**src/core/xy_pkg.sv**
```systemverilog
package xy_pkg;
   localparam int WORD_W    = 16;
   localparam int WORDS     = 16;
   localparam int ADDR_W    = 7;
   // Byte addresses: word i at 4*i, control word after the matrix
   localparam logic [ADDR_W-1:0] MATRIX_BASE  = 7'h00;
   localparam logic [ADDR_W-1:0] CONTROL_ADDR = 7'h40;
   localparam int ADDR_LSB  = 2;
   localparam int CTL_READ_BIT  = 0;
   localparam int CTL_WRITE_BIT = 1;
   localparam logic [3:0] HALF_LANES = 4'h3;
   localparam logic [31:0] UNMAPPED_DATA = 32'h0000_0000;

   typedef logic [WORD_W-1:0] word_t;
   typedef word_t [WORDS-1:0] matrix_t;

   typedef struct packed {
      logic               read;
      logic               write;
      logic [ADDR_W-1:0]  address;
      logic [3:0]         byteenable;
      logic [31:0]        writedata;
   } bus_req_t;

   typedef struct packed {
      logic        read_select;
      logic        reverse_select;
   } control_t;
endpackage

```
**src/core/bit_reverser.sv**
```systemverilog
`timescale 1ns/1ns
`default_nettype none
module bit_reverser
   import xy_pkg::*;
(
   // Data
   input  wire word_t  din,
   input  wire logic   enable,
   output word_t       dout
);
   always_comb begin
      dout = din;
      if (enable) begin
         for (int n = 0; n < WORD_W; n++) begin
            dout[WORD_W-1-n] = din[n];
         end
      end
   end
endmodule
`default_nettype wire

```
**src/core/matrix_reader.sv**
```systemverilog
`timescale 1ns/1ns
`default_nettype none
module matrix_reader
   import xy_pkg::*;
(
   // Matrix and selection
   input  wire matrix_t  matrix,
   input  wire logic [3:0] index,
   input  wire logic     read_select,
   output word_t         dout
);
   always_comb begin
      dout = matrix[index];
      if (!read_select) begin
         for (int k = 0; k < WORDS; k++) begin
            dout[k] = matrix[k][index];
         end
      end
   end
endmodule
`default_nettype wire

```
**src/core/bit_matrix_transpose_unit.sv**
```systemverilog
`timescale 1ns/1ns
`default_nettype none
module bit_matrix_transpose_unit
   import xy_pkg::*;
(
   // Clock and reset
   input  wire logic         clk,
   input  wire logic         rst,
   // Avalon-MM slave
   input  wire logic [ADDR_W-1:0] avs_address,
   input  wire logic         avs_read,
   input  wire logic         avs_write,
   input  wire logic [3:0]   avs_byteenable,
   input  wire logic [31:0]  avs_writedata,
   output logic [31:0]       avs_readdata,
   output logic              avs_waitrequest
);
   typedef struct packed {
      matrix_t     matrix;
      control_t    control;
      logic        done;
      logic        waitrequest;
      logic [31:0] readdata;
   } state_t;

   state_t state_reg;
   state_t state_next;
   bus_req_t req;
   word_t stored_word;
   word_t read_word;
   logic [3:0] index;
   logic in_matrix;

   function automatic logic [3:0] word_index(input logic [ADDR_W-1:0] a);
      return a[ADDR_LSB +: 4];
   endfunction

   assign req = '{read: avs_read, write: avs_write, address: avs_address,
                  byteenable: avs_byteenable, writedata: avs_writedata};
   assign index = word_index(req.address);
   assign in_matrix = (req.address < CONTROL_ADDR) && (req.address[ADDR_LSB-1:0] == 2'b00);

   bit_reverser u_rev (
      .din    (req.writedata[WORD_W-1:0]),
      .enable (state_reg.control.reverse_select),
      .dout   (stored_word)
   );

   matrix_reader u_read (
      .matrix      (state_reg.matrix),
      .index       (index),
      .read_select (state_reg.control.read_select),
      .dout        (read_word)
   );

   // One wait cycle, then the access completes; done keeps it from repeating
   always_comb begin
      state_next = state_reg;
      state_next.done = 1'b0;
      if ((req.read || req.write) && !state_reg.done) begin
         state_next.done = 1'b1;
         if (req.write && in_matrix) begin
            // Byte-wide writes still store the whole half word, as software must avoid them
            state_next.matrix[index] = stored_word;
         end else if (req.write && req.address == CONTROL_ADDR && req.byteenable[0]) begin
            state_next.control.read_select    = req.writedata[CTL_READ_BIT];
            state_next.control.reverse_select = req.writedata[CTL_WRITE_BIT];
         end
         if (req.read && in_matrix) begin
            state_next.readdata = {16'h0000, read_word};
         end else if (req.read && req.address == CONTROL_ADDR) begin
            state_next.readdata = {30'h0000_0000, state_reg.control.reverse_select,
                                   state_reg.control.read_select};
         end else if (req.read) begin
            state_next.readdata = UNMAPPED_DATA;
         end
      end
      // Registered so the bus sees waitrequest straight from a flop
      state_next.waitrequest = !state_next.done;
   end

   always_ff @(posedge clk or posedge rst) begin
      if (rst) begin
         state_reg.matrix   <= '0;
         state_reg.control  <= '0;
         state_reg.done     <= 1'b0;
         state_reg.readdata <= '0;
         state_reg.waitrequest <= 1'b1;
      end else begin
         state_reg <= state_next;
      end
   end

   assign avs_readdata = state_reg.readdata;
   assign avs_waitrequest = state_reg.waitrequest;

   // Reference models for the checks, written apart from the datapath modules
   function automatic word_t ref_column(input matrix_t m, input logic [3:0] j);
      word_t c;
      c = '0;
      for (int k = 0; k < WORDS; k++) begin
         c[k] = m[k][j];
      end
      return c;
   endfunction

   function automatic word_t ref_reverse(input word_t w);
      word_t r;
      r = '0;
      for (int n = 0; n < WORD_W; n++) begin
         r[WORD_W-1-n] = w[n];
      end
      return r;
   endfunction

   // True when every word but the one at skip is the same in both copies
   function automatic logic others_same(input matrix_t a, input matrix_t b, input logic [3:0] skip);
      logic same;
      same = 1'b1;
      for (int k = 0; k < WORDS; k++) begin
         if (k != int'(skip) && a[k] != b[k]) begin
            same = 1'b0;
         end
      end
      return same;
   endfunction

   // Access phase seen at the first edge of a request; results show one edge later
   logic first_edge;
   logic matrix_wr;
   logic matrix_rd;
   logic control_wr;
   logic control_rd;
   logic unmapped_rd;

   assign first_edge  = (req.read || req.write) && !state_reg.done;
   assign matrix_wr   = first_edge && req.write && in_matrix;
   assign matrix_rd   = first_edge && req.read && in_matrix;
   assign control_wr  = first_edge && req.write && (req.address == CONTROL_ADDR);
   assign control_rd  = first_edge && req.read && (req.address == CONTROL_ADDR);
   assign unmapped_rd = first_edge && req.read && !in_matrix && (req.address != CONTROL_ADDR);

   // Reset behaviour
   chk_reset_control: assert property (@(posedge clk)
      $fell(rst)
      |->
      state_reg.control == '0)
      else $error("control not cleared by reset");

   chk_reset_wait: assert property (@(posedge clk)
      rst
      |->
      avs_waitrequest)
      else $error("waitrequest low during reset");

   chk_release_wait: assert property (@(posedge clk)
      $fell(rst)
      |->
      avs_waitrequest)
      else $error("waitrequest low right after reset");

   // Storing input words
   chk_write_stored: assert property (@(posedge clk) disable iff (rst)
      matrix_wr && !state_reg.control.reverse_select
      |=>
      state_reg.matrix[$past(index)] == $past(req.writedata[WORD_W-1:0]))
      else $error("plain write not stored as is");

   chk_write_reversed: assert property (@(posedge clk) disable iff (rst)
      matrix_wr && state_reg.control.reverse_select
      |=>
      state_reg.matrix[$past(index)] == ref_reverse($past(req.writedata[WORD_W-1:0])))
      else $error("reversed write wrong");

   chk_write_others: assert property (@(posedge clk) disable iff (rst)
      matrix_wr
      |=>
      others_same(state_reg.matrix, $past(state_reg.matrix), $past(index)))
      else $error("write touched another word");

   chk_matrix_hold: assert property (@(posedge clk) disable iff (rst)
      !matrix_wr
      |=>
      $stable(state_reg.matrix))
      else $error("matrix changed without write");

   // Reading output words
   chk_read_direct: assert property (@(posedge clk) disable iff (rst)
      matrix_rd && state_reg.control.read_select
      |=>
      avs_readdata[WORD_W-1:0] == $past(state_reg.matrix[index]))
      else $error("direct read wrong");

   chk_read_transpose: assert property (@(posedge clk) disable iff (rst)
      matrix_rd && !state_reg.control.read_select
      |=>
      avs_readdata[WORD_W-1:0] == ref_column($past(state_reg.matrix), $past(index)))
      else $error("transposed read wrong");

   chk_upper_zero: assert property (@(posedge clk) disable iff (rst)
      matrix_rd
      |=>
      avs_readdata[31:16] == 16'h0000)
      else $error("upper read bits not zero");

   chk_unmapped_read: assert property (@(posedge clk) disable iff (rst)
      unmapped_rd
      |=>
      avs_readdata == UNMAPPED_DATA)
      else $error("unmapped read not zero");

   // Read data only moves when a read is taken, so the master may sample it late
   chk_readdata_hold: assert property (@(posedge clk) disable iff (rst)
      !(first_edge && req.read)
      |=>
      $stable(avs_readdata))
      else $error("read data changed without read");

   // Bus handshake
   chk_wait_one: assert property (@(posedge clk) disable iff (rst)
      (req.read || req.write) && avs_waitrequest
      |=>
      !avs_waitrequest)
      else $error("access not answered in one cycle");

   chk_wait_release: assert property (@(posedge clk) disable iff (rst)
      !avs_waitrequest
      |=>
      avs_waitrequest)
      else $error("waitrequest low for more than one cycle");

   // Control bits
   chk_ctl_hold: assert property (@(posedge clk) disable iff (rst)
      !(req.write && req.address == CONTROL_ADDR)
      |=>
      $stable(state_reg.control))
      else $error("control changed without write");

   chk_ctl_write: assert property (@(posedge clk) disable iff (rst)
      control_wr && req.byteenable[0]
      |=>
      state_reg.control.read_select == $past(req.writedata[CTL_READ_BIT]) &&
      state_reg.control.reverse_select == $past(req.writedata[CTL_WRITE_BIT]))
      else $error("control write not taken");

   // A control write without lane 0 is dropped rather than half applied
   chk_ctl_lane: assert property (@(posedge clk) disable iff (rst)
      control_wr && !req.byteenable[0]
      |=>
      $stable(state_reg.control))
      else $error("control changed by write without lane 0");

   chk_ctl_readback: assert property (@(posedge clk) disable iff (rst)
      control_rd
      |=>
      avs_readdata == {30'h0000_0000, $past(state_reg.control.reverse_select),
                       $past(state_reg.control.read_select)})
      else $error("control readback wrong");

   // Main scenarios
   cov_transpose: cover property (@(posedge clk) disable iff (rst)
      matrix_rd && !state_reg.control.read_select);

   cov_direct: cover property (@(posedge clk) disable iff (rst)
      matrix_rd && state_reg.control.read_select);

   cov_reverse: cover property (@(posedge clk) disable iff (rst)
      matrix_wr && state_reg.control.reverse_select);

   cov_ctl_write: cover property (@(posedge clk) disable iff (rst)
      control_wr && req.byteenable[0]);

   cov_unmapped: cover property (@(posedge clk) disable iff (rst)
      unmapped_rd);
endmodule
`default_nettype wire

```
**config.mk**
```make
export PLATFORM = sky130hd
export DESIGN_NAME = bit_matrix_transpose_unit
export DESIGN_NICKNAME = d
export VERILOG_FILES = /design/src/core/xy_pkg.sv /design/src/core/bit_reverser.sv /design/src/core/matrix_reader.sv /design/src/core/bit_matrix_transpose_unit.sv
export SDC_FILE = /design/constraint.sdc
export NUM_CORES = 1
export LEC_CHECK = 0
export ABC_AREA = 1
export BUFFER_PORTS_ARGS = -buffer_cell sky130_fd_sc_hd__buf_2
export CAP_MARGIN = 40
export CORE_ASPECT_RATIO = 2
export CORE_MARGIN = 1.5
export CORE_UTILIZATION = 40
export CTS_CLUSTER_DIAMETER = 40
export DETAILED_ROUTE_END_ITERATION = 7
export PLACE_DENSITY_LB_ADDON = 0.08
export SLEW_MARGIN = 20
export SYNTH_ARGS = -nofsm -noshare
export SYNTH_HDL_FRONTEND = slang
export SYNTH_SLANG_ARGS = --single-unit
```
**constraint.sdc**
```tcl
create_clock -name clk -period 10.25 [get_ports clk]
set_input_delay 1.025 -clock clk [delete_from_list [all_inputs] [get_ports clk]]
set_output_delay 1.025 -clock clk [all_outputs]
set_load 0.02 [all_outputs]
```
==> flow_summary.toml <==
[power_and_ir_drop]
power_leakage_nw = 7.41
pwr_density_cell_mw_per_mm2 = 168
max-vdd-ir-drop_mv = 0.138

[sta]
report.final.setup_viol = 0
skew_ns = 0.0181
timing.fmax_mhz = 217
final_min_period_over_clock_period = 0.449
timing.setup.tns_ns = 0
period_minus_slack_ns = 4.60
tightestPinTransition_ns = 0.871
maxSlewViolCount = 0
hold_violations = 0
setup_ws_ns = 5.65
unrepaired_setup_endpoints_after_global_routing = "false"
timing.slew.headroom = 0.419

[logic_synthesis]
ys_top_cells_by_area = "dfrtp_1 48%, nand2_1 21%, o21ai_0 9.4%, nand3_1 4.1%, nand4_1 3.5%"
netlist.top_cell.by_area = "dfrtp_1"
seq_area_frac_synth = 0.479
synthCells = 1950
number_of_distinct_library_cell_variants_in_the_gate_level_netlist_after_synthesis = 28
synth_seq_cells = 276
yosysWarnings = 0
yosys.area.top_type_share = 0.477
syn_avg_cell_area_um2 = 7.39
post_synth_instance_area_mm2 = 0.0144

[worst_setup_path]
endpoint_kind = "flip-flop"
crit_arrival_ns = 4.98
crit_top_cell = "buf_4"
critPathMaxStageDelay_ns = 0.67
crit_path_start_kind = "input port"
critPathSlowestCell = "buf_4"
highest_net_fanout_along_the_worst_path = 52
timing.critical_path.required_ns = 10.63
reg2reg_slack_ns = 7.91
worstPathCellList = "buf_2 -> buf_4 -> inv_2 -> buf_4 -> nor2_4 -> buf_4 -> nand3_1 -> buf_8 -> nand2_1 -> o21ai_0"
worst-setup-path-type = "input port to flip-flop"

[cells_and_area]
post_route_cells_drive_above_1_share = 0.0904
flip_flop_count_of_the_largest_register_after_layout = 259
n_fill_cell = 3721
num-nets-final = 1961
antenna_cells_inserted = 0
mostFrequentLayoutCells = "820 x nand2_1, 275 x dfrtp_1, 266 x o21ai_0, 118 x nand3_1, 81 x nand4_1"
stdcell_count = 2386
area_delta_synth_final_pct = 12.0
mostFrequentLayoutCell = "nand2_1"
final_util = 0.453
multiInputGateArea_mm2 = 0.00665
seq_area_mm2 = 0.00691

[grt]
grt.met1_usage = 0.360
grt_max_degree = 149
globalRouteMet3Util = 0.0347
grt_antenna_before_repair = 0
global_route.overflow_total = 0
via_count_of_the_first_global_routing_pass = 13500
grt_usage = 0.294
global_route_wire_length_before_repair_um = 81200
global_routing_met2_resource_utilization = 0.486
grt-busiest-layer = "met2"

[placement]
post-place-cells = 2326
post-place-ws_ns = 5.21
portBuffers = 44
dp.final_hpwl_um = 34100
globalplace.congestion = 0.893

[routing]
vias = 13400
finalWirelength_um = 52300
firstDrtPassIters = 5
first_iter_violations = 1169
drt.antenna.violating_nets = 0
drc_errors = 0
post_drt_wl_per_cell_um = 21.9
vias_per_std_cell = 5.63

[clocking]
clock_latency_ns = 0.54
cts_inserted_buffers = 35
post_cts_resized = 0
cts_sink_count = 276
cts_post_setup_buffers_inserted = 0
ctsHtreeMaxLevel = 2
tritoncts = "done"
hold_buffers = 0
clock_path_buffers = 3
cts.root.buffer_cell = "clkbuf_16"
worst_setup_hold_path_clk_slew_ns = 0.06

[die]
count_of_standard_cell_rows = 98
fp.coreArea_mm2 = 0.0357
num_ports = 80
start_util = 0.404
fp.dieArea_mm2 = 0.0373
height_of_the_chip_um = 271
die_width_um = 137

[run]
maxCapViolations = 0

[outcome]
outcome = "finished, final reports clean"

[min_path]
hp-class = "flip-flop to flip-flop"
## critical path: cells and delay by family
family                 cells  cell delay [ns]
buffers and inverters      6             2.64
and+or+nand+nor            3             1.14
AOI/OAI and AO/OA          1             0.07
## kinds of logic (layout without fill, tap and decap cells)
kind of cell | count (synthesis) | after routing | synth area share
flops | 276 | 276 | 0.479
mux | 12 | 12 | 0.00833
buf+inv | 216 | 187 | 0.0699
compound gates | 365 | 365 | 0.130
simple gates | 1080 | 1080 | 0.312
other cells | 1 | 16 | 0.000260
## worst paths after layout
path	depth (start not counted)	startpoint	to
worst max-delay path	10	avs_address[2]	state_reg[61]
worst min-delay path	2	avs_readdata[14]	avs_readdata[14]
worst max register to register	7	state_reg[33]	state_reg[77]
worst min register to register	2	avs_readdata[14]	avs_readdata[14]
max in group asynchronous	4	rst	state_reg[127]
min in group asynchronous	2	rst	avs_readdata[12]
## through the flow
stage / power (mW) / hold slack (ns) / area, µm²
global placement: 1.49 / 0.459 / 14700
detailed placement: 1.51 / 0.463 / 15000
global route: 2.81 / 0.506 / 16100
finish: 2.71 / 0.472 / 16100
CTS: 2.74 / 0.480 / 16100
floorplan: 1.39 / 0.450 / 14500
## report_power, final
group | internal, mW | leakage (nW) | switching [mW]
Sequential | 1.15 | 3.80 | 0.0474
Clock | 0.700 | 0.540 | 0.521
Combinational | 0.0808 | 3.08 | 0.207
## area by class of cell
type	instances	share of cell area
Clock buffer	42	0.0590
Clock inverter	17	0.0107
Inverter	37	0.00907
Multi-Input combinational cell	1473	0.412
Sequential cell	276	0.428
Tap cell	450	0.0349
Timing Repair Buffer	91	0.0466
## Yosys cell counts, drive strengths merged
master   number
nand2       820
o21ai       306
dfrtp       275
nand3       126
clkbuf       91
buf          88
nand4        81
a21oi        45
nor2         44
inv          37
mux2i        12
o2111ai      12
nand3b        5
a31oi         2
and2          1
conb          1
dfstp         1
nor3          1
or2           1
or3b          1
## routing by layer
| metal | vias to the layer above | wire [µm] | part of all wire |
|---|---|---|---|
| li1 | 6316 | - | - |
| met1 | 6488 | 20500 | 0.39 |
| met2 | 506 | 25500 | 0.49 |
| met3 | 132 | 2800 | 0.054 |
| met4 | 0 | 3510 | 0.067 |
| met5 | - | 0 | 0 |
Power figures use the tool's default switching activity.
